[src/shared/pcss_pkg.sv]
// constants and types for the socket status and power register bank
package pcss_pkg;
   // register indexes inside the socket register space
   localparam logic [7:0] IDX_IFACE_STATUS  = 8'h01;
   localparam logic [7:0] IDX_POWER_REQ     = 8'h02;
   localparam logic [7:0] IDX_GEN_IRQ       = 8'h03;
   localparam logic [7:0] IDX_STATUS_CHANGE = 8'h04;
   localparam logic [7:0] IDX_CHANGE_CFG    = 8'h05;
   localparam logic [7:0] IDX_GLOBAL        = 8'h1E;
   // memory window: socket registers start 800h above the base
   localparam logic [11:0] MEM_REG_OFFSET   = 12'h800;
   localparam logic [3:0]  MEM_REG_PAGE     = 4'h8;
   // io port select: index or data byte of the pair
   localparam logic IO_PORT_INDEX = 1'b0;
   localparam logic IO_PORT_DATA  = 1'b1;
   // reset values
   localparam logic [5:0] PIN_RST           = 6'h3F;
   localparam logic [7:0] POWER_REQ_RST     = 8'h00;
   localparam logic [3:0] STATUS_CHANGE_RST = 4'h0;
   localparam logic [7:0] BYTE_ZERO         = 8'h00;
   // writable bits of the global control register
   localparam logic [7:0] GLOBAL_WR_MASK    = 8'h0E;
   // requested supply voltage
   typedef enum logic [1:0] {
      PCSS_VCC_OFF  = 2'b00,
      PCSS_VCC_RSVD = 2'b01,
      PCSS_VCC_5V0  = 2'b10,
      PCSS_VCC_3V3  = 2'b11
   } pcss_vcc_t;
   // requested programming voltage
   typedef enum logic [1:0] {
      PCSS_VPP_OFF  = 2'b00,
      PCSS_VPP_5V0  = 2'b01,
      PCSS_VPP_12V0 = 2'b10,
      PCSS_VPP_RSVD = 2'b11
   } pcss_vpp_t;
   // socket pin levels, in interface status bit order 5..0
   typedef struct packed {
      logic ready;
      logic wp;
      logic cd2_n;
      logic cd1_n;
      logic bvd2;
      logic bvd1;
   } pcss_pins_t;
   // power request register layout
   typedef struct packed {
      logic       oe;
      logic [2:0] rsvd;
      pcss_vcc_t  vcc;
      pcss_vpp_t  vpp;
   } pcss_power_t;
   // status change bits 3..0
   typedef struct packed {
      logic detect;
      logic ready;
      logic batt_warn;
      logic batt_dead;
   } pcss_change_t;
   // global control bits
   typedef struct packed {
      logic [3:0] rsvd_hi;
      logic       ireq_level;
      logic       explicit_ack;
      logic       csc_level;
      logic       rsvd_lo;
   } pcss_global_t;
   // general interrupt control bits
   typedef struct packed {
      logic       ring_en;
      logic       rsvd6;
      logic       io_card;
      logic [4:0] other;
   } pcss_genirq_t;
endpackage

[src/shared/pcss_pin_if.sv]
// synchronised socket pin levels passed from the synchroniser to the bank
`timescale 1ns/100ps
interface pcss_pin_if;
   pcss_pkg::pcss_pins_t levels;
   modport src (output levels);
   modport dst (input  levels);
endinterface

[src/logic/pcss_pin_sync.sv]
// two-flop synchroniser for the socket pins
`timescale 1ns/100ps
module pcss_pin_sync (
   input  wire logic                clk,
   input  wire logic                rst,
   input  wire pcss_pkg::pcss_pins_t pins_raw,
   pcss_pin_if.src                  pins
);
   typedef struct packed {
      pcss_pkg::pcss_pins_t stage1;
      pcss_pkg::pcss_pins_t stage2;
   } pcss_sync_t;

   pcss_sync_t st_reg;
   pcss_sync_t st_next;

   // first stage feeds only the second stage
   always_comb begin
      st_next        = st_reg;
      st_next.stage1 = pins_raw;
      st_next.stage2 = st_reg.stage1;
   end

   // pins idle high: no card, card ready, batteries good
   always_ff @(posedge clk) begin
      if (rst) begin
         st_reg.stage1 <= pcss_pkg::PIN_RST;
         st_reg.stage2 <= pcss_pkg::PIN_RST;
      end else begin
         st_reg <= st_next;
      end
   end

   assign pins.levels = st_reg.stage2;
endmodule

[src/logic/pcss_socket_regs.sv]
// socket status, power request and status change register bank
`timescale 1ns/100ps
module pcss_socket_regs (
   input  wire logic                 clk,
   input  wire logic                 rst,
   input  wire pcss_pkg::pcss_pins_t pins_raw,
   input  wire logic                 iface_powered,
   input  wire logic [1:0]           cb_detect_event,
   input  wire logic                 cb_power_wr,
   input  wire pcss_pkg::pcss_vcc_t  cb_vcc_req,
   input  wire pcss_pkg::pcss_vpp_t  cb_vpp_req,
   input  wire logic                 window_wp,
   input  wire logic                 card_wr_req,
   input  wire logic                 io_sel,
   input  wire logic                 io_wr,
   input  wire logic                 io_rd,
   input  wire logic [11:0]          mem_addr,
   input  wire logic                 mem_wr,
   input  wire logic                 mem_rd,
   input  wire logic [7:0]           wdata,
   output logic [7:0]                rdata,
   output logic                      rd_valid,
   output logic                      socket_drive_oe,
   output pcss_pkg::pcss_vcc_t       vcc_req,
   output pcss_pkg::pcss_vpp_t       vpp_req,
   output logic                      card_wr_go,
   output logic                      csc_irq
);
   // whole state of the bank
   typedef struct packed {
      logic [7:0]             index;
      pcss_pkg::pcss_power_t  power;
      pcss_pkg::pcss_change_t change;
      logic [7:0]             change_cfg;
      pcss_pkg::pcss_global_t glob;
      pcss_pkg::pcss_genirq_t genirq;
      pcss_pkg::pcss_pins_t   pins_prev;
      logic [1:0]             cb_prev;
      pcss_pkg::pcss_vcc_t    vcc_out;
      pcss_pkg::pcss_vpp_t    vpp_out;
      logic [7:0]             rdata;
      logic                   rd_valid;
      logic                   card_wr_go;
      logic                   irq;
   } pcss_state_t;

   pcss_state_t st_reg;
   pcss_state_t st_next;

   // window offset split into register page and register index
   typedef struct packed {
      logic [3:0] page;
      logic [7:0] index;
   } pcss_win_addr_t;

   // width of the change latch, and the idle level of the cardbus event bits
   localparam int         CHANGE_BITS   = $bits(pcss_pkg::pcss_change_t);
   localparam logic [1:0] CB_EVENT_IDLE = 2'h0;

   pcss_pin_if pin_bus ();

   // pins from the card come through two flops
   pcss_pin_sync u_sync (
      .clk      (clk),
      .rst      (rst),
      .pins_raw (pins_raw),
      .pins     (pin_bus.src)
   );

   pcss_pkg::pcss_pins_t   pins_now;
   logic                   acc_wr;
   logic                   acc_rd;
   logic [7:0]             acc_idx;
   logic                   io_card;
   logic [7:0]             status_byte;
   pcss_pkg::pcss_change_t change_enable;
   pcss_pkg::pcss_change_t change_visible;
   pcss_pkg::pcss_change_t change_set;
   pcss_pkg::pcss_change_t change_clr;
   logic                   warn_now;
   logic                   warn_prev;
   pcss_win_addr_t         win_addr;
   logic                   wr_power;
   logic                   wr_genirq;
   logic                   wr_cfg;
   logic                   wr_glob;
   logic                   wr_ack;
   logic                   rd_ack;
   logic                   rd_index;
   logic                   rd_unmapped;
   logic [7:0]             read_byte;
   pcss_pkg::pcss_power_t  power_wr;
   pcss_pkg::pcss_change_t io_mask;
   wire  [CHANGE_BITS-1:0] change_hold;

   assign pins_now = pin_bus.levels;
   assign io_card  = st_reg.genirq.io_card;
   assign win_addr = mem_addr;

   // enable bits line up with the change bits
   assign change_enable = st_reg.change_cfg[3:0];

   // access decode: io pair first, then the memory window
   always_comb begin
      acc_wr  = 1'b0;
      acc_rd  = 1'b0;
      acc_idx = st_reg.index;
      if ((io_wr || io_rd) && io_sel == pcss_pkg::IO_PORT_DATA) begin
         acc_wr = io_wr;
         acc_rd = io_rd;
      end else if (io_wr || io_rd) begin
         acc_wr = 1'b0;
         acc_rd = 1'b0;
      end else if ((mem_wr || mem_rd) && win_addr.page == pcss_pkg::MEM_REG_PAGE) begin
         acc_wr  = mem_wr;
         acc_rd  = mem_rd;
         acc_idx = win_addr.index;
      end else begin
         acc_wr = 1'b0;
         acc_rd = 1'b0;
      end
   end

   // one write strobe per writable register; status and unknown indexes take none
   always_comb begin
      wr_power  = 1'b0;
      wr_genirq = 1'b0;
      wr_cfg    = 1'b0;
      wr_glob   = 1'b0;
      if (acc_wr && acc_idx == pcss_pkg::IDX_POWER_REQ) begin
         wr_power = 1'b1;
      end else if (acc_wr && acc_idx == pcss_pkg::IDX_GEN_IRQ) begin
         wr_genirq = 1'b1;
      end else if (acc_wr && acc_idx == pcss_pkg::IDX_CHANGE_CFG) begin
         wr_cfg = 1'b1;
      end else if (acc_wr && acc_idx == pcss_pkg::IDX_GLOBAL) begin
         wr_glob = 1'b1;
      end
   end

   // acknowledge strobes: explicit write of ones when explicit_ack is set, otherwise any read of the change register
   assign wr_ack = acc_wr & (acc_idx == pcss_pkg::IDX_STATUS_CHANGE) & st_reg.glob.explicit_ack;
   assign rd_ack = acc_rd & (acc_idx == pcss_pkg::IDX_STATUS_CHANGE) & ~st_reg.glob.explicit_ack;

   // reads that no register answers: the index byte, or an offset outside the window
   assign rd_index    = io_rd & (io_sel == pcss_pkg::IO_PORT_INDEX);
   assign rd_unmapped = mem_rd & ~io_rd & ~io_wr & (win_addr.page != pcss_pkg::MEM_REG_PAGE);

   // live interface status byte
   always_comb begin
      status_byte = {1'b0, iface_powered,
                     pins_now.ready,
                     pins_now.wp,
                     pins_now.cd2_n,
                     pins_now.cd1_n,
                     pins_now.bvd2,
                     pins_now.bvd1};
   end

   // io cards never report ready or battery warning changes
   always_comb begin
      io_mask           = pcss_pkg::STATUS_CHANGE_RST;
      io_mask.ready     = io_card;
      io_mask.batt_warn = io_card;
   end

   // change bits as software sees them
   always_comb begin
      change_visible = st_reg.change & change_enable & ~io_mask;
   end

   // warning: first battery line good, second low
   assign warn_now  = ~io_card & pins_now.bvd1 & ~pins_now.bvd2;
   assign warn_prev = st_reg.pins_prev.bvd1 & ~st_reg.pins_prev.bvd2;

   // event detection, gated by the enable of each source
   always_comb begin
      change_set        = pcss_pkg::STATUS_CHANGE_RST;
      change_set.detect = (pins_now.cd1_n ^ st_reg.pins_prev.cd1_n)
                        | (pins_now.cd2_n ^ st_reg.pins_prev.cd2_n)
                        | (|(cb_detect_event ^ st_reg.cb_prev));
      change_set.ready  = ~io_card & pins_now.ready
                        & ~st_reg.pins_prev.ready;
      change_set.batt_warn = warn_now & ~warn_prev;
      // dead line or status-change line falling low
      change_set.batt_dead = ~pins_now.bvd1 & st_reg.pins_prev.bvd1;
      change_set = change_set & change_enable;
   end

   // clears: by explicit write of ones, or by reading the register
   always_comb begin
      change_clr = pcss_pkg::STATUS_CHANGE_RST;
      if (wr_ack) begin
         change_clr = wdata[CHANGE_BITS-1:0];
      end else if (rd_ack) begin
         change_clr = ~pcss_pkg::STATUS_CHANGE_RST;
      end
      // memory card dead bit drops once the battery recovers
      if (!io_card && pins_now.bvd1) begin
         change_clr.batt_dead = 1'b1;
      end
   end

   // each change bit stays latched until cleared; a new event wins over a clear
   for (genvar b = 0; b < CHANGE_BITS; b++) begin : g_latch
      assign change_hold[b] = (st_reg.change[b] & ~change_clr[b]) | change_set[b];
   end

   // power request as written: reserved bits forced to zero
   always_comb begin
      power_wr      = wdata;
      power_wr.rsvd = 3'h0;
   end

   // read data of the register picked by the access index
   always_comb begin
      read_byte = pcss_pkg::BYTE_ZERO;
      if (acc_idx == pcss_pkg::IDX_IFACE_STATUS) begin
         read_byte = status_byte;
      end else if (acc_idx == pcss_pkg::IDX_POWER_REQ) begin
         read_byte = st_reg.power;
      end else if (acc_idx == pcss_pkg::IDX_GEN_IRQ) begin
         read_byte = st_reg.genirq;
      end else if (acc_idx == pcss_pkg::IDX_STATUS_CHANGE) begin
         read_byte = {4'h0, change_visible};
      end else if (acc_idx == pcss_pkg::IDX_CHANGE_CFG) begin
         read_byte = st_reg.change_cfg;
      end else if (acc_idx == pcss_pkg::IDX_GLOBAL) begin
         read_byte = st_reg.glob;
      end else begin
         read_byte = pcss_pkg::BYTE_ZERO; // unknown index reads as zero
      end
   end

   // next state
   always_comb begin
      st_next            = st_reg;
      st_next.rd_valid   = 1'b0;
      st_next.pins_prev  = pins_now;
      st_next.cb_prev    = cb_detect_event;

      // index byte of the io pair
      if (io_wr && io_sel == pcss_pkg::IO_PORT_INDEX) begin
         st_next.index = wdata;
      end

      // register writes
      if (wr_power) begin
         st_next.power   = power_wr;
         st_next.vcc_out = power_wr.vcc;
         st_next.vpp_out = power_wr.vpp;
      end
      if (wr_genirq) begin
         st_next.genirq = wdata;
      end
      if (wr_cfg) begin
         st_next.change_cfg = wdata;
      end
      if (wr_glob) begin
         st_next.glob = wdata & pcss_pkg::GLOBAL_WR_MASK;
      end

      // cardbus side may program the supply instead
      if (cb_power_wr) begin
         st_next.vcc_out   = cb_vcc_req;
         st_next.vpp_out   = cb_vpp_req;
         st_next.power.vcc = cb_vcc_req;
         st_next.power.vpp = cb_vpp_req;
      end

      // latched bits, a new event wins over a clear
      st_next.change = change_hold;

      // register reads, answered next cycle
      if (acc_rd) begin
         st_next.rd_valid = 1'b1;
         st_next.rdata    = read_byte;
      end else if (rd_index) begin
         st_next.rd_valid = 1'b1;
         st_next.rdata    = st_reg.index;
      end else if (rd_unmapped) begin
         st_next.rd_valid = 1'b1; // unmapped window reads as zero
         st_next.rdata    = pcss_pkg::BYTE_ZERO;
      end

      // card memory write passes unless the window protects it
      st_next.card_wr_go = card_wr_req & ~window_wp;

      // interrupt from any latched enabled source, except ready and battery warning on io cards
      st_next.irq = |(st_next.change & change_enable & ~io_mask);
   end

   // state register
   always_ff @(posedge clk) begin
      if (rst) begin
         st_reg.index      <= pcss_pkg::BYTE_ZERO;
         st_reg.power      <= pcss_pkg::POWER_REQ_RST;
         st_reg.change     <= pcss_pkg::STATUS_CHANGE_RST;
         st_reg.change_cfg <= pcss_pkg::BYTE_ZERO;
         st_reg.glob       <= pcss_pkg::BYTE_ZERO;
         st_reg.genirq     <= pcss_pkg::BYTE_ZERO;
         st_reg.pins_prev  <= pcss_pkg::PIN_RST;
         st_reg.cb_prev    <= CB_EVENT_IDLE;
         st_reg.vcc_out    <= pcss_pkg::PCSS_VCC_OFF;
         st_reg.vpp_out    <= pcss_pkg::PCSS_VPP_OFF;
         st_reg.rdata      <= pcss_pkg::BYTE_ZERO;
         st_reg.rd_valid   <= 1'b0;
         st_reg.card_wr_go <= 1'b0;
         st_reg.irq        <= 1'b0;
      end else begin
         st_reg <= st_next;
      end
   end

   // outputs straight from the state flops
   assign rdata           = st_reg.rdata;
   assign rd_valid        = st_reg.rd_valid;
   assign socket_drive_oe = st_reg.power.oe;
   assign vcc_req         = st_reg.vcc_out;
   assign vpp_req         = st_reg.vpp_out;
   assign card_wr_go      = st_reg.card_wr_go;
   assign csc_irq         = st_reg.irq;
endmodule

[config.mk]
export PLATFORM = sky130hd
export DESIGN_NAME = pcss_socket_regs
export DESIGN_NICKNAME = d
export VERILOG_FILES = /design/src/shared/pcss_pkg.sv /design/src/shared/pcss_pin_if.sv /design/src/logic/pcss_pin_sync.sv /design/src/logic/pcss_socket_regs.sv
export SDC_FILE = /design/constraint.sdc
export NUM_CORES = 1
export LEC_CHECK = 0
export BUFFER_PORTS_ARGS = -buffer_cell sky130_fd_sc_hd__buf_2
export CAP_MARGIN = 20
export CORE_AREA = 2 2 86 80
export CTS_CLUSTER_DIAMETER = 40
export CTS_CLUSTER_SIZE = 14
export DETAILED_ROUTE_END_ITERATION = 16
export DIE_AREA = 0 0 88 82
export PLACE_DENSITY_LB_ADDON = 0.3
export SETUP_SLACK_MARGIN = 0.5
export SLEW_MARGIN = 20
export SYNTH_ARGS = -nofsm -noshare
export SYNTH_HDL_FRONTEND = slang
export SYNTH_SLANG_ARGS = --single-unit
[constraint.sdc]
create_clock -name clk -period 5.5 [get_ports clk]
set_input_delay 0.55 -clock clk [delete_from_list [all_inputs] [get_ports clk]]
set_output_delay 0.55 -clock clk [all_outputs]
set_load 0.05 [all_outputs]
==> impl_summary.md <==
Synthesis
In this run the mean area of a mapped cell was 8.27 um2. The most frequently used cell type in the post-synthesis netlist is dfxtp_1. The number of distinct library cells after synthesis is 51. The leading area contributor after synthesis is dfxtp_1. The number of synthesized flops with an enable pin is 0.

The total nets after synthesis is 432. In this run, synthesis produced a sequential element count of 66. In the synthesized netlist the async set-or-reset flop fraction comes to 0%. The mapped cell area is 3220 um2. After synthesis, the cell types taking the most area are dfxtp_1 (41%), nand2_1 (6.0%), a21oi_1 (5.4%).

Ranked by instance count, the synthesized netlist is headed by dfxtp_1 (66), nand2_1 (51), a21oi_1 (35). Yosys printed 0 warnings. For this run, the leading register cell type out of synthesis is dfxtp_1. The share of the Yosys chip area taken by registers is 41.1%. After technology mapping, the gate count stands at 389. After synthesis, the largest area contributor takes up 41.1% of total cell area.

Floorplanning
The die is 88 um wide. The placeable core area is 6340 um2. Once the floorplan was initialized, standard cells occupied 50.7% of the core.

The height of the chip is 82 um. The initialized floorplan defines 28 standard-cell rows. During I/O placement, the number of pins put on the boundary was 59.

The floorplan step defined a die boundary enclosing 7220 um2.

Worst setup path
The endpoint of the worst-slack reg-to-reg timing path is vcc_req[0]. The startpoint type of the worst setup path is a primary input. The worst setup path is captured at a flip-flop. Setup slack on the worst reg-to-reg path comes out at 2960 ps.

At the worst endpoint, the required time is 5700 ps. The startpoint identified for the worst register-to-register timing path is st_reg[64]. The largest fanout on the critical path is 16.

The type of the setup path with the least slack is primary input to flip-flop. At the worst endpoint, the arrival time is 2920 ps. The worst-case reg-to-reg path depth is 6.

Timing
Measured against its own limit, the worst slew margin works out to 31.7%. Counting I/O delays and the setup requirement, the final critical path takes 2720 ps. The final setup TNS is 0 ps. The worst setup skew after layout is 6.86 ps.

Setup repair after global routing left no endpoint under its margin. In the finished design, the share of the clock period the worst path needs comes to 49.5%. The final setup violation count is 0. The post-route worst setup slack is 2780 ps. Timing would allow up to 367 MHz. The max-slew violation count was 0. For the pin with the worst max-slew slack, the measured transition is 1020 ps. The number of failing hold endpoints at the final stage is 0. Hold timing on the final database bottoms out at a slack of 358 ps.

Routing
Once detail routing completed, the nets flagged for antenna violations numbered 0. The routed design has 8.26 mm of wire. The first routing iteration left 303 violations.

After detailed routing, the number of remaining DRC violations is 0. The iteration count of the initial detailed-routing pass is 5. In the final routed layout, each cell accounts on average for 15.9 um.

The total via count after detailed routing is 2,972. The detailed-route vias per instance is 5.72.

CTS
The clock passes through at most 2 buffers. For this design, the sink count on the clock tree is 66. The clock slew at the register clock pins of the worst setup and hold paths is 70 ps. The later pin in the worst-skew pair is clocked with a latency of 350 ps. Clock tree synthesis inserted a total of 9 buffers. The cell sitting at the root of the clock tree is a clkbuf_8. Once the clock tree was built, the resizer swapped 0 gates to a different size. The clock tree synthesis step divided the H-tree into 3 levels. Post-CTS timing repair inserted 0 buffers for setup. For this design, the CTS-stage hold fixing added 0 buffers. The TritonCTS clock tree is built.

Pwr
Registers are responsible for 51.9% of the overall power. The design draws 0.968 mW. The share of total power dissipated in combinational logic is 12.1%. The total power divided by cell area is 268 nW/um2. The leakage power of the design is 1.35 nW. The internal power is 0.693 mW. The switching power is 0.274 mW. The share of total power dissipated in the clock network is 36.0%. The switching power as a share of total power is 28.4%. The worst vdd rail ir drop is 0.000188 V.

Finish
0 antenna diodes ended up in the layout. The area of all sequential standard cells is 1320 um2. The final-layout fill cell count is 571. The number of nets in the layout is 468. The synthesis-to-layout area growth is 12.1%. The fraction of layout instances using a drive strength above 1 is 23.0%. Summing all multi-input logic gate instances after layout gives 1670 um2. The end-of-flow core utilization is 56.9%. The register with the most flip-flops in the layout has 33 of them.

Placement
Routability-driven placement finished with a final weighted congestion of 0.987. The setup slack after placement is 2420 ps. The HPWL after detailed placement is 5.89 mm.

The number of port buffers is 58.

Status
The run finished with clean final reports.

Global route
The global-route wire length before repair is 12.9 mm. The number of antenna violations at the first check in global routing is 0. The residual overflow from global routing is 0. The number of global-route vias before repair came to 2,591.

The pin count of the biggest net entering global routing is 69. The total routing usage reported by global routing is 23.7%.

Run
Across the run, the number of max-cap violations was 0.

Worst hold path
The worst hold path begins at window_wp. The worst hold path belongs to the class primary input to flip-flop. For hold timing, the worst endpoint is card_wr_go. The number of cells on the worst hold path is 2.
==> worst max path at each step <==
stage                startpoint          to  slack (ps)  depth (start not counted)
floorplan           mem_addr[9]    rdata[1]        3220                          8
CTS                 mem_addr[9]  vcc_req[0]        2780                          7
global placement    mem_addr[9]  vpp_req[0]        2490                          7
detailed placement  mem_addr[9]  vpp_req[0]        2420                          7
finish              mem_addr[9]  vcc_req[0]        2780                          7
global route        mem_addr[9]  vcc_req[0]        2580                          7
==> through the flow <==
step | cell area [um2] | std cells
floorplan | 3220 | 389
CTS | 3600 | 520
global placement | 3440 | 504
finish | 3610 | 520
global route | 3610 | 520
detailed placement | 3440 | 504
==> cells in the final DEF, fill, tap and decap left out, drive strengths merged, types with 9 or more instances in the layout <==
cell	count
o21ai	9
nand2	51
nor2b	10
clkbuf	11
or2	17
nor2	27
buf	60
inv	10
nand3	27
mux2i	10
dfxtp	66
a21oi	35
==> logic make-up after synthesis <==
| kind of cell | after synthesis | share of synthesized area [%] |
|---|---|---|
| xor+xnor | 4 | 1.09 |
| flops | 66 | 41.1 |
| mux | 12 | 3.93 |
| compound gates | 96 | 20.1 |
| buf+inv | 45 | 7.16 |
| simple gates | 166 | 26.6 |
==> critical path, stage by stage <==
cell	delay, ps
buf_2	110
nor4b_4	370
o211a_1	570
mux2i_1	810
nand2_1	260
nand2_1	140
a311oi_1	100
==> layout make-up <==
type | instances | area share [%]
Clock buffer | 11 | 3.64
Tap cell | 90 | 3.12
Timing Repair Buffer | 60 | 8.53
Sequential cell | 66 | 36.6
Inverter | 10 | 1.04
Clock inverter | 5 | 0.867
Multi-Input combinational cell | 278 | 46.2
==> per-layer routing <==
metal / up-vias / wire length (um) / track usage, %
met5: - / 0 / 0
met4: 0 / 214 / 12.3
met2: 126 / 3600 / 33.7
li1: 1456 / - / -
met1: 1370 / 3840 / 33.6
met3: 20 / 617 / 5.13
==> power groups by stage <==
stage | clock network [mW] | logic, mW | registers (mW)
after floorplan | 0 | 0.0813 | 0.511
after global placement | 0 | 0.114 | 0.513
after detailed placement | 0 | 0.116 | 0.513
after CTS | 0.353 | 0.116 | 0.502
after global routing | 0.368 | 0.128 | 0.504
final | 0.348 | 0.117 | 0.502
(Power assumes the default switching activity.)
